### src/shared/pcd_pkg.sv
// ****************************************************************
// Port C / port D override constants
// ****************************************************************
package pcd_pkg;

  localparam int PCD_C_W = 7;
  localparam int PCD_D_W = 8;
  localparam int PCD_ADC_W = 6;

  // Port C pad positions
  localparam int PCD_PAD_RESET = 6;
  localparam int PCD_PAD_CLOCK = 5;
  localparam int PCD_PAD_DATA = 4;
  localparam int PCD_ANALOG_ONLY_W = 4;

  // Port D pad positions
  localparam int PCD_PAD_CMP_NEG = 7;
  localparam int PCD_PAD_CMP_POS = 6;
  localparam int PCD_PAD_TMR1 = 5;
  localparam int PCD_PAD_UCLK = 4;
  localparam int PCD_PAD_IRQ1 = 3;
  localparam int PCD_PAD_IRQ0 = 2;
  localparam int PCD_PAD_TXD = 1;
  localparam int PCD_PAD_RXD = 0;

  // Reset values
  localparam logic PCD_RST_LEVEL = 1'h0;
  localparam logic PCD_RST_RESET_LINE = 1'h1;
  localparam logic PCD_DIE_DEFAULT = 1'h1;

  // Spike filter timing: least time, rounded up, at least one cycle
  localparam int PCD_CLK_PERIOD_PS = 50000;
  localparam int PCD_SPIKE_NS = 50;
  localparam int PCD_SPIKE_CYC_RAW = (PCD_SPIKE_NS * 1000 + PCD_CLK_PERIOD_PS - 1)
                                     / PCD_CLK_PERIOD_PS;
  localparam int PCD_SPIKE_CYC = (PCD_SPIKE_CYC_RAW < 1) ? 1 : PCD_SPIKE_CYC_RAW;
  localparam int PCD_SPIKE_CNT_W = 4;

endpackage

### src/rtl/pcd_port_cd_override.sv
`timescale 1ns/100ps
`default_nettype none
// ****************************************************************
// Port C and port D alternate-function override
// ****************************************************************
module pcd_port_cd_override
  import pcd_pkg::*;
(
  input wire logic mclk, // System clock, 20 MHz
  input wire logic reset_n, // Synchronous reset, active low
  input wire logic [PCD_C_W-1:0] portc_data, // Port C data register
  input wire logic [PCD_C_W-1:0] portc_dir, // Port C direction register
  input wire logic [PCD_C_W-1:0] portc_pad_in, // Port C digital pad levels
  input wire logic [PCD_C_W-1:0] portc_analog_in, // Port C analog path levels
  input wire logic [PCD_D_W-1:0] portd_data, // Port D data register
  input wire logic [PCD_D_W-1:0] portd_dir, // Port D direction register
  input wire logic [PCD_D_W-1:0] portd_pad_in, // Port D digital pad levels
  input wire logic cmp_pos_analog, // Analog level of comparator + pad
  input wire logic cmp_neg_analog, // Analog level of comparator - pad
  input wire logic global_pullup_disable, // Disables port pull-ups, except the reset pad pull-up when used as I/O
  input wire logic reset_pin_disable_fuse, // Reset pad used as I/O
  input wire logic two_wire_enable, // Two-wire interface enabled
  input wire logic twi_clock_drive, // Two-wire clock pull-low request
  input wire logic twi_data_drive, // Two-wire data pull-low request
  input wire logic usart_sync_select, // USART synchronous mode
  input wire logic usart_clock_out, // USART clock to drive out
  input wire logic transmitter_enable, // USART transmitter enabled
  input wire logic transmit_data, // USART serial transmit data
  input wire logic receiver_enable, // USART receiver enabled
  input wire logic ext_irq_zero_enable, // External interrupt 0 enabled
  input wire logic ext_irq_one_enable, // External interrupt 1 enabled
  output logic [PCD_C_W-1:0] portc_pullup, // Port C pull-up enables
  output logic [PCD_C_W-1:0] portc_drive_en, // Port C output driver enables
  output logic [PCD_C_W-1:0] portc_out_value, // Port C output levels
  output logic [PCD_C_W-1:0] portc_input_en, // Port C digital input enables
  output logic [PCD_D_W-1:0] portd_pullup, // Port D pull-up enables
  output logic [PCD_D_W-1:0] portd_drive_en, // Port D output driver enables
  output logic [PCD_D_W-1:0] portd_out_value, // Port D output levels
  output logic [PCD_D_W-1:0] portd_input_en, // Port D digital input enables
  output logic twi_slew_limit, // Slew limit on two-wire pads
  output logic twi_clock_in, // Filtered two-wire clock line
  output logic twi_data_in, // Filtered two-wire data line
  output logic [PCD_ADC_W-1:0] adc_channel_level, // Converter channel levels
  output logic reset_line_level, // Reset input level, active low
  output logic usart_ext_clock_in, // USART external clock input
  output logic timer0_count_source, // Timer 0 external count input
  output logic timer1_count_source, // Timer 1 external count input
  output logic receive_data_in, // USART receive data
  output logic ext_irq_zero_in, // External interrupt 0 level
  output logic ext_irq_one_in, // External interrupt 1 level
  output logic comparator_positive_in, // Comparator + level
  output logic comparator_negative_in, // Comparator - level
  output logic [PCD_C_W-1:0] portc_dir_read, // Port C direction read-back
  output logic [PCD_C_W-1:0] portc_data_read, // Port C data read-back
  output logic [PCD_C_W-1:0] portc_pin_read, // Port C pin read-back
  output logic [PCD_D_W-1:0] portd_pin_read // Port D pin read-back
);

  // ****************************************************************
  // Override sources
  // ****************************************************************
  logic [PCD_C_W-1:0] c_pu_en, c_pu_val, c_dir_en, c_dir_val;
  logic [PCD_C_W-1:0] c_out_en, c_out_val, c_ie_en, c_ie_val;
  logic [PCD_D_W-1:0] d_pu_en, d_pu_val, d_dir_en, d_dir_val;
  logic [PCD_D_W-1:0] d_out_en, d_out_val, d_ie_en, d_ie_val;
  logic twi_pu_c;
  logic twi_pu_d;

  always_comb
  begin
    c_pu_en = '0;
    c_pu_val = '0;
    c_dir_en = '0;
    c_dir_val = '0;
    c_out_en = '0;
    c_out_val = '0;
    c_ie_en = '0;
    c_ie_val = '0;
    d_pu_en = '0;
    d_pu_val = '0;
    d_dir_en = '0;
    d_dir_val = '0;
    d_out_en = '0;
    d_out_val = '0;
    d_ie_en = '0;
    d_ie_val = '0;
    twi_pu_c = portc_data[PCD_PAD_CLOCK] & ~global_pullup_disable;
    twi_pu_d = portc_data[PCD_PAD_DATA] & ~global_pullup_disable;
    // Output value of the reset pad is never overridden
    c_pu_en[PCD_PAD_RESET] = reset_pin_disable_fuse;
    c_pu_val[PCD_PAD_RESET] = 1'h1;
    c_dir_en[PCD_PAD_RESET] = reset_pin_disable_fuse;
    c_ie_en[PCD_PAD_RESET] = reset_pin_disable_fuse;
    c_pu_en[PCD_PAD_CLOCK] = two_wire_enable;
    c_pu_val[PCD_PAD_CLOCK] = twi_pu_c;
    c_pu_en[PCD_PAD_DATA] = two_wire_enable;
    c_pu_val[PCD_PAD_DATA] = twi_pu_d;
    c_dir_en[PCD_PAD_CLOCK] = two_wire_enable;
    c_dir_val[PCD_PAD_CLOCK] = twi_clock_drive;
    c_dir_en[PCD_PAD_DATA] = two_wire_enable;
    c_dir_val[PCD_PAD_DATA] = twi_data_drive;
    // Value held low so the pad only pulls down or floats
    c_out_en[PCD_PAD_CLOCK] = two_wire_enable;
    c_out_en[PCD_PAD_DATA] = two_wire_enable;
    d_out_en[PCD_PAD_UCLK] = usart_sync_select;
    d_out_val[PCD_PAD_UCLK] = usart_clock_out;
    d_pu_en[PCD_PAD_TXD] = transmitter_enable;
    d_dir_en[PCD_PAD_TXD] = transmitter_enable;
    d_dir_val[PCD_PAD_TXD] = 1'h1;
    d_out_en[PCD_PAD_TXD] = transmitter_enable;
    d_out_val[PCD_PAD_TXD] = transmit_data;
    d_pu_en[PCD_PAD_RXD] = receiver_enable;
    d_pu_val[PCD_PAD_RXD] = portd_data[PCD_PAD_RXD] & ~global_pullup_disable;
    d_dir_en[PCD_PAD_RXD] = receiver_enable;
    d_ie_en[PCD_PAD_IRQ0] = ext_irq_zero_enable;
    d_ie_val[PCD_PAD_IRQ0] = 1'h1;
    d_ie_en[PCD_PAD_IRQ1] = ext_irq_one_enable;
    d_ie_val[PCD_PAD_IRQ1] = 1'h1;
  end

  // ****************************************************************
  // Pad control cells
  // ****************************************************************
  logic [PCD_C_W-1:0] c_pu_d, c_dr_d, c_val_d, c_die_d;
  logic [PCD_D_W-1:0] d_pu_d, d_dr_d, d_val_d, d_die_d;

  genvar gi;
  generate
    for (gi = 0; gi < PCD_C_W; gi++)
    begin : g_portc
      pcd_pad_cell u_cell (
        .port_bit(portc_data[gi]),
        .dir_bit(portc_dir[gi]),
        .pu_off(global_pullup_disable),
        .pu_ovr_en(c_pu_en[gi]),
        .pu_ovr_val(c_pu_val[gi]),
        .dir_ovr_en(c_dir_en[gi]),
        .dir_ovr_val(c_dir_val[gi]),
        .out_ovr_en(c_out_en[gi]),
        .out_ovr_val(c_out_val[gi]),
        .ie_ovr_en(c_ie_en[gi]),
        .ie_ovr_val(c_ie_val[gi]),
        .pullup_en(c_pu_d[gi]),
        .drive_en(c_dr_d[gi]),
        .out_value(c_val_d[gi]),
        .input_en(c_die_d[gi])
      );
    end
    for (gi = 0; gi < PCD_D_W; gi++)
    begin : g_portd
      pcd_pad_cell u_cell (
        .port_bit(portd_data[gi]),
        .dir_bit(portd_dir[gi]),
        .pu_off(global_pullup_disable),
        .pu_ovr_en(d_pu_en[gi]),
        .pu_ovr_val(d_pu_val[gi]),
        .dir_ovr_en(d_dir_en[gi]),
        .dir_ovr_val(d_dir_val[gi]),
        .out_ovr_en(d_out_en[gi]),
        .out_ovr_val(d_out_val[gi]),
        .ie_ovr_en(d_ie_en[gi]),
        .ie_ovr_val(d_ie_val[gi]),
        .pullup_en(d_pu_d[gi]),
        .drive_en(d_dr_d[gi]),
        .out_value(d_val_d[gi]),
        .input_en(d_die_d[gi])
      );
    end
  endgenerate

  // ****************************************************************
  // Two-wire line filters
  // ****************************************************************
  // Two-wire lines bypass the digital input and use the analog path
  pcd_spike_filter u_filt_clock (
    .mclk(mclk),
    .reset_n(reset_n),
    .raw_level(portc_analog_in[PCD_PAD_CLOCK]),
    .clean_level(twi_clock_in)
  );

  pcd_spike_filter u_filt_data (
    .mclk(mclk),
    .reset_n(reset_n),
    .raw_level(portc_analog_in[PCD_PAD_DATA]),
    .clean_level(twi_data_in)
  );

  // ****************************************************************
  // Registered outputs
  // ****************************************************************
  logic [PCD_D_W-1:0] d_pin;
  logic [PCD_C_W-1:0] c_pin;
  logic [PCD_C_W-1:0] c_hide;
  logic reset_mode;

  always_comb
  begin
    reset_mode = ~reset_pin_disable_fuse;
    c_hide = '1;
    c_hide[PCD_PAD_RESET] = ~reset_mode;
    c_pin = portc_pad_in & c_die_d;
    d_pin = portd_pad_in & d_die_d;
  end

  always_ff @(posedge mclk)
  begin
    if (!reset_n)
    begin
      portc_pullup <= '0;
      portc_drive_en <= '0;
      portc_out_value <= '0;
      portc_input_en <= '0;
      portd_pullup <= '0;
      portd_drive_en <= '0;
      portd_out_value <= '0;
      portd_input_en <= '0;
      twi_slew_limit <= PCD_RST_LEVEL;
      adc_channel_level <= '0;
      reset_line_level <= PCD_RST_RESET_LINE;
      usart_ext_clock_in <= PCD_RST_LEVEL;
      timer0_count_source <= PCD_RST_LEVEL;
      timer1_count_source <= PCD_RST_LEVEL;
      receive_data_in <= PCD_RST_LEVEL;
      ext_irq_zero_in <= PCD_RST_LEVEL;
      ext_irq_one_in <= PCD_RST_LEVEL;
      comparator_positive_in <= PCD_RST_LEVEL;
      comparator_negative_in <= PCD_RST_LEVEL;
      portc_dir_read <= '0;
      portc_data_read <= '0;
      portc_pin_read <= '0;
      portd_pin_read <= '0;
    end
    else
    begin
      portc_pullup <= c_pu_d;
      portc_drive_en <= c_dr_d;
      portc_out_value <= c_val_d;
      portc_input_en <= c_die_d;
      portd_pullup <= d_pu_d;
      portd_drive_en <= d_dr_d;
      portd_out_value <= d_val_d;
      portd_input_en <= d_die_d;
      twi_slew_limit <= two_wire_enable;
      adc_channel_level <= portc_analog_in[PCD_ADC_W-1:0];
      // With the fuse programmed the pad no longer resets the part
      reset_line_level <= reset_mode ? portc_analog_in[PCD_PAD_RESET] : 1'h1;
      usart_ext_clock_in <= d_pin[PCD_PAD_UCLK];
      timer0_count_source <= d_pin[PCD_PAD_UCLK];
      timer1_count_source <= d_pin[PCD_PAD_TMR1];
      receive_data_in <= d_pin[PCD_PAD_RXD];
      ext_irq_zero_in <= d_pin[PCD_PAD_IRQ0];
      ext_irq_one_in <= d_pin[PCD_PAD_IRQ1];
      comparator_positive_in <= cmp_pos_analog;
      comparator_negative_in <= cmp_neg_analog;
      portc_dir_read <= portc_dir & c_hide;
      portc_data_read <= portc_data & c_hide;
      portc_pin_read <= c_pin & c_hide;
      portd_pin_read <= d_pin;
    end
  end
endmodule // pcd_port_cd_override
`default_nettype wire

### src/rtl/pcd_pad_cell.sv
`timescale 1ns/100ps
`default_nettype none
// ****************************************************************
// Generic pad control with override selection
// ****************************************************************
module pcd_pad_cell
  import pcd_pkg::*;
(
  input wire logic port_bit, // Port data register bit
  input wire logic dir_bit, // Port direction register bit
  input wire logic pu_off, // Global pull-up disable
  input wire logic pu_ovr_en, // Pull-up override enable
  input wire logic pu_ovr_val, // Pull-up override value
  input wire logic dir_ovr_en, // Direction override enable
  input wire logic dir_ovr_val, // Direction override value
  input wire logic out_ovr_en, // Output value override enable
  input wire logic out_ovr_val, // Output value override value
  input wire logic ie_ovr_en, // Input enable override enable
  input wire logic ie_ovr_val, // Input enable override value
  output logic pullup_en, // Resulting pull-up enable
  output logic drive_en, // Resulting output driver enable
  output logic out_value, // Resulting output level
  output logic input_en // Resulting digital input enable
);

  function automatic logic pick(input logic oe, input logic ov, input logic dflt);
    pick = oe ? ov : dflt;
  endfunction

  // Pull-up only while the port leaves the pad an undriven input
  assign pullup_en = pick(pu_ovr_en, pu_ovr_val, port_bit & ~dir_bit & ~pu_off);
  assign drive_en = pick(dir_ovr_en, dir_ovr_val, dir_bit);
  assign out_value = pick(out_ovr_en, out_ovr_val, port_bit);
  assign input_en = pick(ie_ovr_en, ie_ovr_val, PCD_DIE_DEFAULT);

endmodule // pcd_pad_cell
`default_nettype wire

### src/rtl/pcd_spike_filter.sv
`timescale 1ns/100ps
`default_nettype none
// ****************************************************************
// Spike filter for one two-wire line
// ****************************************************************
module pcd_spike_filter
  import pcd_pkg::*;
(
  input wire logic mclk, // System clock
  input wire logic reset_n, // Synchronous reset, active low
  input wire logic raw_level, // Line level from the analog path
  output logic clean_level // Filtered level
);

  logic [PCD_SPIKE_CNT_W-1:0] cnt_q;
  logic [PCD_SPIKE_CNT_W-1:0] cnt_d;
  logic clean_q;
  logic clean_d;
  logic differs;
  localparam logic [PCD_SPIKE_CNT_W-1:0] SPIKE_LIMIT = PCD_SPIKE_CNT_W'(PCD_SPIKE_CYC);

  // A new level must persist past the spike window before it is taken
  always_comb
  begin
    differs = raw_level != clean_q;
    cnt_d = '0;
    clean_d = clean_q;
    if (differs && cnt_q == SPIKE_LIMIT)
    begin
      clean_d = raw_level;
    end
    else if (differs)
    begin
      cnt_d = cnt_q + PCD_SPIKE_CNT_W'(1);
    end
  end

  always_ff @(posedge mclk)
  begin
    if (!reset_n)
    begin
      cnt_q <= '0;
      clean_q <= PCD_RST_LEVEL;
    end
    else
    begin
      cnt_q <= cnt_d;
      clean_q <= clean_d;
    end
  end

  assign clean_level = clean_q;
endmodule // pcd_spike_filter
`default_nettype wire

### config.mk
export PLATFORM = sky130hd
export DESIGN_NAME = pcd_port_cd_override
export DESIGN_NICKNAME = d
export VERILOG_FILES = /design/src/shared/pcd_pkg.sv /design/src/rtl/pcd_port_cd_override.sv /design/src/rtl/pcd_pad_cell.sv /design/src/rtl/pcd_spike_filter.sv
export SDC_FILE = /design/constraint.sdc
export NUM_CORES = 1
export LEC_CHECK = 0
export BUFFER_PORTS_ARGS = -buffer_cell sky130_fd_sc_hd__buf_2
export CAP_MARGIN = 10
export CELL_PAD_IN_SITES_DETAIL_PLACEMENT = 1
export CELL_PAD_IN_SITES_GLOBAL_PLACEMENT = 2
export CORE_MARGIN = 5
export CORE_UTILIZATION = 28
export DETAILED_ROUTE_END_ITERATION = 10
export GPL_ROUTABILITY_DRIVEN = 0
export GPL_TIMING_DRIVEN = 0
export MAX_ROUTING_LAYER = met4
export PLACE_DENSITY_LB_ADDON = 0.1
export SYNTH_ARGS = -nofsm -noshare
export SYNTH_HDL_FRONTEND = slang
export SYNTH_HIERARCHICAL = 1
export SYNTH_SLANG_ARGS = --single-unit
### constraint.sdc
create_clock -name mclk -period 1.3 [get_ports mclk]
set_input_delay 0 -clock mclk [delete_from_list [all_inputs] [get_ports mclk]]
set_output_delay 0 -clock mclk [all_outputs]
set_load 0.05 [all_outputs]
==> Word-level counts from Yosys, hierarchy flattened <==
Cells that the tools add are included.
{ "classes": {"addsub": 2, "n_eq_ne": 4, "mux": 12, "bitwise": 56, "reduce_logical": 8} }
{ "op_table": {"columns": ["op", "n"], "rows": [
  ["$and A1 B1 Y1", 33],
  ["$and A7 B7 Y7", 4],
  ["$not A1 Y1", 19],
  ["$mux W1", 10],
  ["$add A4 B1 Y4 const B", 2],
  ["$eq A4 B1 Y1 const B", 2],
  ["$mux W8", 1],
  ["$reduce_or A2 Y1", 4],
  ["$mux W6", 1],
  ["$reduce_or A3 Y1", 2],
  ["$logic_and A1 B1 Y1", 2],
  ["$ne A1 B1 Y1", 2]
]} }
{ "word_totals": {"ff_bits": 114, "input_bits": 68, "word_cells": 113} }

==> Longest topological paths before layout <==
Gate-level depths: netlist of run 1.
{ "logic_depth": {"depth_word": 4, "mapped_depth": 5, "ltp_nobuf": 5} }

==> Hierarchy <==
The synthesis of run 1 kept the hierarchy.
{ "by_module_without_submodules": {"columns": ["module", "n_inst", "cells_each", "area_per_inst_um2", "seq_area_each_um2"], "rows": [
  ["pcd_port_cd_override", 1, 219, 2730.1, 1981.9],
  ["pcd_pad_cell", 15, 7, 50.0, 0.0],
  ["pcd_spike_filter", 2, 20, 211.5, 100.1]
]} }

==> Least setup slack after synthesis of run 1 <==
Ideal clock, no wire load.
{ "synth_timing": {"path_type": "register to register", "start": "register u_filt_clock.clean_q, in the netlist u_filt_clock/clean_level", "end": "register u_filt_clock.cnt_q[2]", "arrival_time_ns": 1.052, "required_ns": 1.235, "setup_slack_ns": 0.184, "stages_incl_launch_ff": 4, "n_path_buf": 0, "cell_sequence": "dfxtp_1 -> xor2_1 -> nand3b_1 -> nor2_1"} }
{ "synth_via": {"elab_chain_len": 3, "elab_cells_between_ends": 4, "classes_between": "1 x eq/ne; 1 x bitwise; 2 x reduce/logical"} }
{ "synth_rtl": {"columns": ["item", "line_no", "rtl"], "rows": [
  ["start: declaration", "pcd_spike_filter.sv:17", "logic clean_q;"],
  ["start signal: assignment", "pcd_spike_filter.sv:48", "clean_q <= clean_d;"],
  ["$ne A1 B1 Y1 *", "pcd_spike_filter.sv:25", "differs = raw_level != clean_q;"],
  ["$logic_and A1 B1 Y1 / $not A1 Y1 (equally long branches)", null, null],
  ["$reduce_or A3 Y1 (no source line) *", null, null],
  ["end signal: assignment", "pcd_spike_filter.sv:47", "cnt_q <= cnt_d;"],
  ["end: declaration", "pcd_spike_filter.sv:15", "logic [PCD_SPIKE_CNT_W-1:0] cnt_q;"]
]} }
Mark *: on every way between the ends. The rest lies on a longest branch, timed or not.
A chain may end at the register's enable or synchronous reset.

==> Final worst setup path of run 1 <==
{ "layout_timing": {"start": "input port reset_pin_disable_fuse", "end": "register portc_pin_read[6]"} }
{ "layout_via": {"elab_chain_len": 3} }
{ "layout_rtl": {"columns": ["item", "line_no", "rtl"], "rows": [
  ["start: declaration", "pcd_port_cd_override.sv:21", "input wire logic reset_pin_disable_fuse,"],
  ["$mux W1", "pcd_pad_cell.sv:27", "pick = oe ? ov : dflt;"],
  ["net c_die_d[6]", "pcd_port_cd_override.sv:124", "logic [PCD_C_W-1:0] c_pu_d, c_dr_d, c_val_d, c_die_d;"],
  ["$and A7 B7 Y7", "pcd_port_cd_override.sv:202", "c_pin = portc_pad_in & c_die_d;"],
  ["$and A7 B7 Y7", "pcd_port_cd_override.sv:258", "portc_pin_read <= c_pin & c_hide;"],
  ["end signal: assignment", "pcd_port_cd_override.sv:258", null],
  ["end: declaration", "pcd_port_cd_override.sv:55", "output logic [PCD_C_W-1:0] portc_pin_read,"]
]} }
The timed path passes the listed nets, and every way through them passes these cells.

==> out/metrics.cfg, run 1 <==
[final_layout]
antenna_cells=0
syn_to_final_growth_pct=61.79
final_area_sq_mm=0.006316
layout-drive-gt1-share_pct=32.23
layout.nets=790

[clocking]
clkTransAtPathRegs_ps=70
cts_tree=done
clock-sinks=109
worstSkewPairLatency_ps=330
numCtsBuffers=9
clk_path_buf_depth=2
ctsRootBufferMaster=clkbuf_16
ctsHtreeMaxLevel=3

[logic_synthesis]
synth_xor_area_share_pct=1.346
synth_simple_gate_area_share_pct=24.13
yosys.area_share.adder_pct=1.282
synth.top_cell.area_share_pct=55.90
synth_most_common_cell=dfxtp_1
ys_types=25
syn_inst=364
synthTopCellsByArea=dfxtp_1 56%, and2_1 13%, o41ai_2 6.2%, mux2_2 4.3%, nand2_1 2.9%
yosysWarnings=6
synth-main-ff-cell=dfxtp_1
synth_top_cells_by_count=109 x dfxtp_1, 81 x and2_1, 30 x nand2_1, 17 x inv_1, 16 x and3_1
syn_area_sq_mm=0.003904
synth_top_family_by_area=simple AND/OR/NAND/NOR gates
synth_area_leader_cell=dfxtp_1
async_flop_share_pct=0
ys_seq_elements=109
ys_seq_area_share_pct=55.90
synth.area.mux_share_pct=4.840
syn_area_per_cell_sq_um=10.72
synth_compound_area_share_pct=8.173
synth_edf_count=0

[worst_setup_path]
cp-start-kind=input pin
crit_buf_inv=3
worstSetupEndpointType=flip-flop
required_ps=1530
cp_max_fo=8
cp_top_family=buffers and inverters
critical-path-max-stage-delay_ps=550
criticalPathCategory=in -> reg
slowest_stage=dlygate4sd3_1
crit_chain=dlygate4sd3_1 > buf_4 > nand2b_1 > and4_1 > dlygate4sd3_1
path_common_cell=dlygate4sd3_1
cp_data_arrival_time_ps=1510

[placed_design]
placed_cell_area_sq_mm=0.005431
dp_slack_ps=137.5
io_buffers=174
place_hpwl_microns=8344

[global_route]
track_usage_pct=14.25
overflow=0
grt_pass1_wl_microns=17870
use_met2_pct=25.32
grt_pass1_vias=3706
grt_util_met3_pct=3.417
antenna_found_initial=0
grt.busiest_layer=met2
grt_max_degree=19
grtUsageMet1_pct=15.21

[die]
dieWidth_microns=128.1
dieArea_sq_mm=0.01640
rows=43
core-area_sq_mm=0.01377
initial_core_util_pct=28.34
fp.dieH_microns=128.1
io_pins=175

[power]
p_leak_nw=3.227
irDropWorstVdd_uv=706.0
total_power_mw=8.270
p_sw_share_pct=27.57
pwr-share-seq_pct=43.4
power_density_mw_per_mm2=1309
p_int_mw=5.990
pwr-share-clk_pct=37.4
switchingPower_mw=2.280
share_comb_of_total_power_pct=19.3

[timing]
hold_viol=0
fin_ws_ps=17.08
clock_skew_ps=4.486
setup_viol_count_final=0
max_freq_mhz=779.5
max_slew_margin_pct=60.49
final.min_clock_period_ps=1283
drv_slew=0
worst_slew_pin_slew_ps=592.6
holdWs_ps=15.36
fin_crit_sh_pct=98.69

[detailed_routing]
route.detailed.drc=0
ant_nets=0
vias=3501
post_drt_wl_per_cell_microns=12.37
viasPerCell=3.877
drt_wl_total_microns=11170
first_iter_violations=57
drt-pass1-iter-count=4

[status]
status=complete, no violations

[run]
drv_cap=0

[worst_hold_path]
hp-class=in -> reg

-- flip-flops by register name, indices dropped and copies added (netlist names), 4 cells and up --
signal / cells
portc_dir_read: 7
portc_pin_read: 7
u_filt_clock/cnt_q: 4
adc_channel_level: 6
portd_pullup: 8
portd_input_en: 8
portc_data_read: 7
portc_pullup: 7
portc_drive_en: 7
u_filt_data/cnt_q: 4
portd_out_value: 8
portc_out_value: 7
portc_input_en: 7
portd_pin_read: 8
portd_drive_en: 8
-- kinds of logic after synthesis --
logic type | Yosys count
buffers and inverters | 33
muxes | 17
AOI/OAI and AO/OA | 30
DFF | 109
adders and majority gates | 4
and+or+nand+nor | 163
xor gates and xnor gates | 6
other | 2
-- metal layers --
layer | vias up | part of all wire (%)
met5 | - | 0
met4 | 0 | 2.2
met3 | 20 | 5.3
met2 | 93 | 52
met1 | 1618 | 40
li1 | 1770 | -
-- per-stage QoR --
| step | utilization (%) | instances | TNS [ps] |
|---|---|---|---|
| 2_1_floorplan | - | 479 | 0 |
| 3_3_place_gp | 39.43 | 833 | 0 |
| 3_5_place_dp | 39.43 | 833 | 0 |
| 4_1_cts | 45.84 | 903 | 0 |
| 5_1_grt | 45.86 | 903 | -11.59 |
| 6_report | 45.86 | 903 | 0 |
-- tightest hold or removal path, cell delays in order --
cell,delay (ps)
buf_2,90
o41ai_2,60
and2_1,150
-- what timing repair did --
| action | CTS | global route |
|---|---|---|
| resized for setup | 0 | 3 |
| setup buffers | 0 | 0 |
| endpoints found under the hold margin | 50 | 0 |
| setup endpoints to repair | 0 | 2 |
| hold buffers | 54 | 0 |
-- final timing paths --
path              slack [ps]              endpoint  depth (start not counted)                    from
hold reg to reg          470  u_filt_data/cnt_q[0]                          1    u_filt_data/cnt_q[0]
setup / recovery          20     portc_pin_read[6]                          5  reset_pin_disable_fuse
setup reg to reg         130  u_filt_data/cnt_q[3]                          5    u_filt_data/cnt_q[1]
hold / removal            20       portd_pullup[2]                          3            portd_dir[2]
-- layout by cell type, fill, tap and decap left out, types with 15 or more instances in the layout --
master and n:
and2_1 81, and3_1 16, buf_2 179, conb_1 117, dfxtp_1 109, dlygate4sd3_1 54
inv_1 17, mux2_2 15, nand2_1 30, nand2b_1 15, o41ai_2 15
-- cell type report --
| class | count | area, sq um |
|---|---|---|
| plain buffers | 16 | 97.59 |
| clock buffers | 12 | 246.5 |
| clock inverters | 4 | 95.09 |
| fillers | 1694 | 7457 |
| inverters | 17 | 63.81 |
| multi-input cells | 337 | 1992 |
| flip-flops and latches | 109 | 2182 |
| well taps | 180 | 225.2 |
| repair buffers | 228 | 1414 |
-- power groups by stage --
stage	Clock [mW]	Sequential (mW)	Combinational [mW]
floorplan	0	4.30	0.399
global placement	0	3.66	1.46
detailed placement	0	3.66	1.47
CTS	3.23	3.59	1.60
global route	3.34	3.61	1.72
finish	3.09	3.59	1.59
Note: power is estimated with default switching activity, not from simulation.
==> inputs of run 2 (changes only) <==
Settings changed: ABC_AREA set to 1, CORE_UTILIZATION 28 to 25.
==> run 2 against run 1 <==
  * Clock-buffer cell count decreased by 1
  * Combinational power increased by 6%
  * Worst hold slack got worse by 1.7 ps
  * Global-route usage decreased by 0.82 points
  * Register-to-register slack improved by 160 ps
  * Critical endpoint is now portd_out_value[1]
==> out/metrics.cfg, run 2 <==
[logic_synthesis]
ys_seq_elements=109
syn_area_per_cell_sq_um=7.162
synth_area_leader_cell=dfxtp_1
synth_edf_count=0
synth.top_cell.area_share_pct=52.80
ys_seq_area_share_pct=52.80
synth-main-ff-cell=dfxtp_1
async_flop_share_pct=0
syn_inst=577
synthTopCellsByArea=dfxtp_1 53%, nand2_1 16%, inv_1 14%, nor2_1 5.7%, buf_4 2.4%
synth_most_common_cell=nand2_1
ys_types=18
synth_top_cells_by_count=181 x nand2_1, 155 x inv_1, 109 x dfxtp_1, 63 x nor2_1
yosysWarnings=6
syn_area_sq_mm=0.004133

[worst_hold_path]
hp-class=in -> reg
min_path_cells=5

[worst_setup_path]
required_ps=1550
r2r_cells=5
r2r_setup_slack_ps=290
criticalPathCategory=in -> reg
worstSetupEndpointType=flip-flop
cp-start-kind=input pin
cp_max_fo=1
cp_data_arrival_time_ps=1440

[clocking]
numCtsBuffers=9
ctsHtreeMaxLevel=3
clkTransAtPathRegs_ps=70
cts_setup_buffers=0
worstSkewPairLatency_ps=350
clock-sinks=109
clk_path_buf_depth=2
cts_hold_repair.buffers=61
postCtsResizedCells=0
ctsRootBufferMaster=clkbuf_16
cts_tree=done

[timing]
setup_tns_ps=0
final.min_clock_period_ps=1186
holdWs_ps=13.66
setup_viol_count_final=0
max_freq_mhz=843.0
drv_slew=0
fin_crit_sh_pct=91.25
clock_skew_ps=4.422
rsz0062_at_grt=no
hold_viol=0

[global_route]
grt_pass1_vias=4297
antenna_found_initial=0
overflow=0
grt_max_degree=19
track_usage_pct=13.42
grt_pass1_wl_microns=20190

[detailed_routing]
vias=4179
post_drt_wl_per_cell_microns=10.40
route.detailed.drc=0
ant_nets=0
viasPerCell=3.563
drt-pass1-iter-count=3
first_iter_violations=80
drt_wl_total_microns=12200

[final_layout]
mostFrequentLayoutCells=181 x nand2_1, 175 x buf_2, 155 x inv_1
layout-drive-gt1-share_pct=22.46
final_area_sq_mm=0.006651
final_core_util_pct=40.54
antenna_cells=0
final-instance-count-excl-fill=1173
syn_to_final_growth_pct=60.94
layout.nets=1020
final_common_cell=nand2_1

[die]
initial_core_util_pct=25.19
dieWidth_microns=138.6
dieArea_sq_mm=0.01920
fp.dieH_microns=138.6
io_pins=175
rows=47
core-area_sq_mm=0.01641

[placed_design]
placed_cell_area_sq_mm=0.005748
io_buffers=174
placed_cells=1096
place_hpwl_microns=9357

[status]
status=complete, no violations

[power]
irDropWorstVdd_uv=574.2
power_density_mw_per_mm2=1211
p_leak_nw=4.085

[run]
drv_cap=0

-- run 2: where the power goes --
| part | total [mW] | switching (mW) | leakage, nW | internal, mW |
|---|---|---|---|---|
| Clock | 2.78 | 1.28 | 0.140 | 1.51 |
| Combinational | 1.68 | 1.17 | 3.04 | 0.506 |
| Sequential | 3.59 | 0.0633 | 0.904 | 3.53 |
| Total | 8.05 | 2.51 | 4.08 | 5.54 |
-- run 2: through the flow --
step,setup slack (ps),power (mW)
6_report,113.7,8.053
5_1_grt,58.98,8.506
4_1_cts,151.6,8.224
3_5_place_dp,282.1,5.214
3_3_place_gp,362.4,5.183
2_1_floorplan,185.4,4.770
-- run 2: final cells by class --
cell class	count	area, sq um
fill	2151	9756
sequential	109	2182
multi-input combinational	423	1724
timing repair buffer	235	1481
inverter	155	581.8
tap	220	275.3
clock buffer	11	232.7
buffer	15	113.9
clock inverter	5	60.06
-- run 2: cell families (layout without fill, tap and decap cells) --
kind of cell	Yosys count	in the layout	share of synthesized area (%)
flops	109	109	52.80
other cells	2	127	0.1817
xor+xnor	2	2	0.4239
compound gates	30	30	3.633
simple gates	260	260	24.92
buf+inv	170	421	16.83
fa+ha+maj	4	4	1.211
-- run 2: worst paths after layout --
kind / start / endpoint
max: transmit_data / portd_out_value[1]
min: portd_data[6] / portd_out_value[6]
max reg2reg: u_filt_data/cnt_q[1] / u_filt_data/cnt_q[1]
min reg2reg: u_filt_clock/cnt_q[0] / u_filt_clock/cnt_q[0]
-- run 2: critical path, stage by stage --
cell and delay, ps:
dlygate4sd3_1 530, buf_2 120, nand2_1 60, o21ai_0 80, dlygate4sd3_1 560, nand2_1 60, inv_1 30
-- run 2: routing by layer --
| metal | routed length (microns) | vias to the layer above | global-route usage [%] |
|---|---|---|---|
| met3 | 686 | 14 | 3.414 |
| met4 | 195 | 0 | 4.992 |
| met1 | 5402 | 1841 | 15.43 |
| li1 | - | 2224 | - |
| met2 | 5914 | 100 | 22.64 |
| met5 | 0 | - | - |
==> inputs of run 3 (changes only) <==
Settings changed: CORE_UTILIZATION 25 to 27.
Clock period 1.3 ns to 1.5 ns, I/O delays scaled along.
==> run 3 against run 2 <==
  * Sequential power decreased by 13%
  * Design area is 0.15% higher
  * Critical path type unchanged
  * Combinational power decreased by 13%
  * First-iteration DRC count increased by 21%
  * Largest cell class unchanged
  * Setup slack worse by 4.7 ps
==> out/metrics.cfg, run 3 (same netlist as run 2, synthesis figures left out) <==
[worst_setup_path]
critical-path-max-stage-delay_ps=550
cp_top_family=buffers and inverters
crit_chain=dlygate4sd3_1 > clkbuf_4 > buf_6 > buf_6 > nand3_1 > dlygate4sd3_1
required_ps=1740
criticalPathCategory=in -> reg
worstSetupEndpointType=flip-flop
cp-start-kind=input pin
cp_max_fo=10
slowest_stage=dlygate4sd3_1
crit_buf_inv=5
cp_data_arrival_time_ps=1630
r2r_setup_slack_ps=500

[detailed_routing]
first_iter_violations=97
vias=4224
viasPerCell=3.699
route.detailed.drc=0
drt_wl_total_microns=12560
drt-pass1-iter-count=4
post_drt_wl_per_cell_microns=11.00
ant_nets=0

[clocking]
ctsRootBufferMaster=clkbuf_16
clkTransAtPathRegs_ps=70
clk_path_buf_depth=2
worstSkewPairLatency_ps=350
clock-sinks=109
ctsHtreeMaxLevel=3
cts_tree=done
numCtsBuffers=9

[global_route]
grt_pass1_wl_microns=20690
antenna_found_initial=0
overflow=0
grt_pass1_vias=4484
grt_max_degree=19
track_usage_pct=15.01

[final_layout]
antenna_cells=0
fill_cells=1992
mostFrequentLayoutCells=181 x nand2_1, 174 x buf_2, 155 x inv_1
final_common_cell=nand2_1
layout.nets=1021
layout-drive-gt1-share_pct=22.64
multiInputGateArea_sq_mm=0.001724
register_area_sq_mm=0.002182
syn_to_final_growth_pct=61.19

[status]
status=complete, no violations

[worst_hold_path]
hp-class=in -> reg

[die]
initial_core_util_pct=27.39
fp.dieH_microns=133.7
dieWidth_microns=133.7
core-area_sq_mm=0.01509
rows=45
dieArea_sq_mm=0.01788
io_pins=175

[timing]
drv_slew=0
final.min_clock_period_ps=1391
max_freq_mhz=718.9
rsz0062_at_grt=no
clock_skew_ps=2.728
fin_crit_sh_pct=92.73
setup_tns_ps=0
setup_viol_count_final=0
hold_viol=0

[power]
power_density_mw_per_mm2=1077
irDropWorstVdd_uv=515.2
p_leak_nw=4.119
total_power_mw=7.173

[run]
drv_cap=0

[placed_design]
place_hpwl_microns=9457
io_buffers=174

-- run 3: metrics by stage --
stage / cell area, sq um / util, % / instances / hold slack, ps / setup slack [ps]
floorplan: 4602 / - / 702 / 93.45 / 385.4
global placement: 5708 / 37.83 / 1064 / 182.0 / 566.5
detailed placement: 5708 / 37.83 / 1064 / 187.4 / 491.4
CTS: 6651 / 44.08 / 1142 / 3.294 / 3.194
global route: 6661 / 44.15 / 1142 / 28.63 / 6.653
finish: 6661 / 44.15 / 1142 / 14.57 / 109.1
-- run 3: path summary, 6_finish.rpt --
kind	startpoint	end	cells after the start
max reg2reg	u_filt_data/cnt_q[1]	u_filt_data/cnt_q[2]	5
min reg2reg	u_filt_clock/cnt_q[0]	u_filt_clock/cnt_q[0]	1
min	portd_data[3]	portd_out_value[3]	5
max	reset_n	reset_line_level	6
-- run 3: repair_timing --
action / 4_1_cts / 5_1_grt
hold buffers: 62 / 0
gates resized for setup: 0 / 3
endpoints found under the hold margin: 71 / 0
endpoints found under the setup margin: 0 / 1
setup buffers: 0 / 0
-- run 3: metal layers --
| metal | vias to the layer above | wire (microns) | global-route usage, % |
|---|---|---|---|
| met5 | - | 0 | - |
| li1 | 2225 | - | - |
| met1 | 1888 | 5024 | 15.83 |
| met3 | 14 | 723 | 3.625 |
| met2 | 97 | 6642 | 27.23 |
| met4 | 0 | 172 | 5.314 |
-- run 3: worst register-to-register path, cell delays in order, from the launching register on --
cell	delay (ps)
dfxtp_1	390
inv_1	60
ha_1	190
nand2_2	90
nand3_2	110
nor2_1	100
-- run 3: power breakdown --
part / leakage (nW) / switching [mW] / internal [mW]
clock: 0.163 / 1.08 / 1.51
combinational: 3.05 / 1.02 / 0.441
sequential: 0.904 / 0.0566 / 3.06
total: 4.12 / 2.16 / 5.01
-- run 3: final cells by class --
| type | count | area share, % |
|---|---|---|
| multi-input cells | 423 | 25.88 |
| repair buffers | 236 | 22.43 |
| plain buffers | 15 | 1.822 |
| clock inverters | 6 | 1.258 |
| inverters | 155 | 8.734 |
| clock buffers | 10 | 3.588 |
| well taps | 188 | 3.531 |
| flip-flops and latches | 109 | 32.76 |
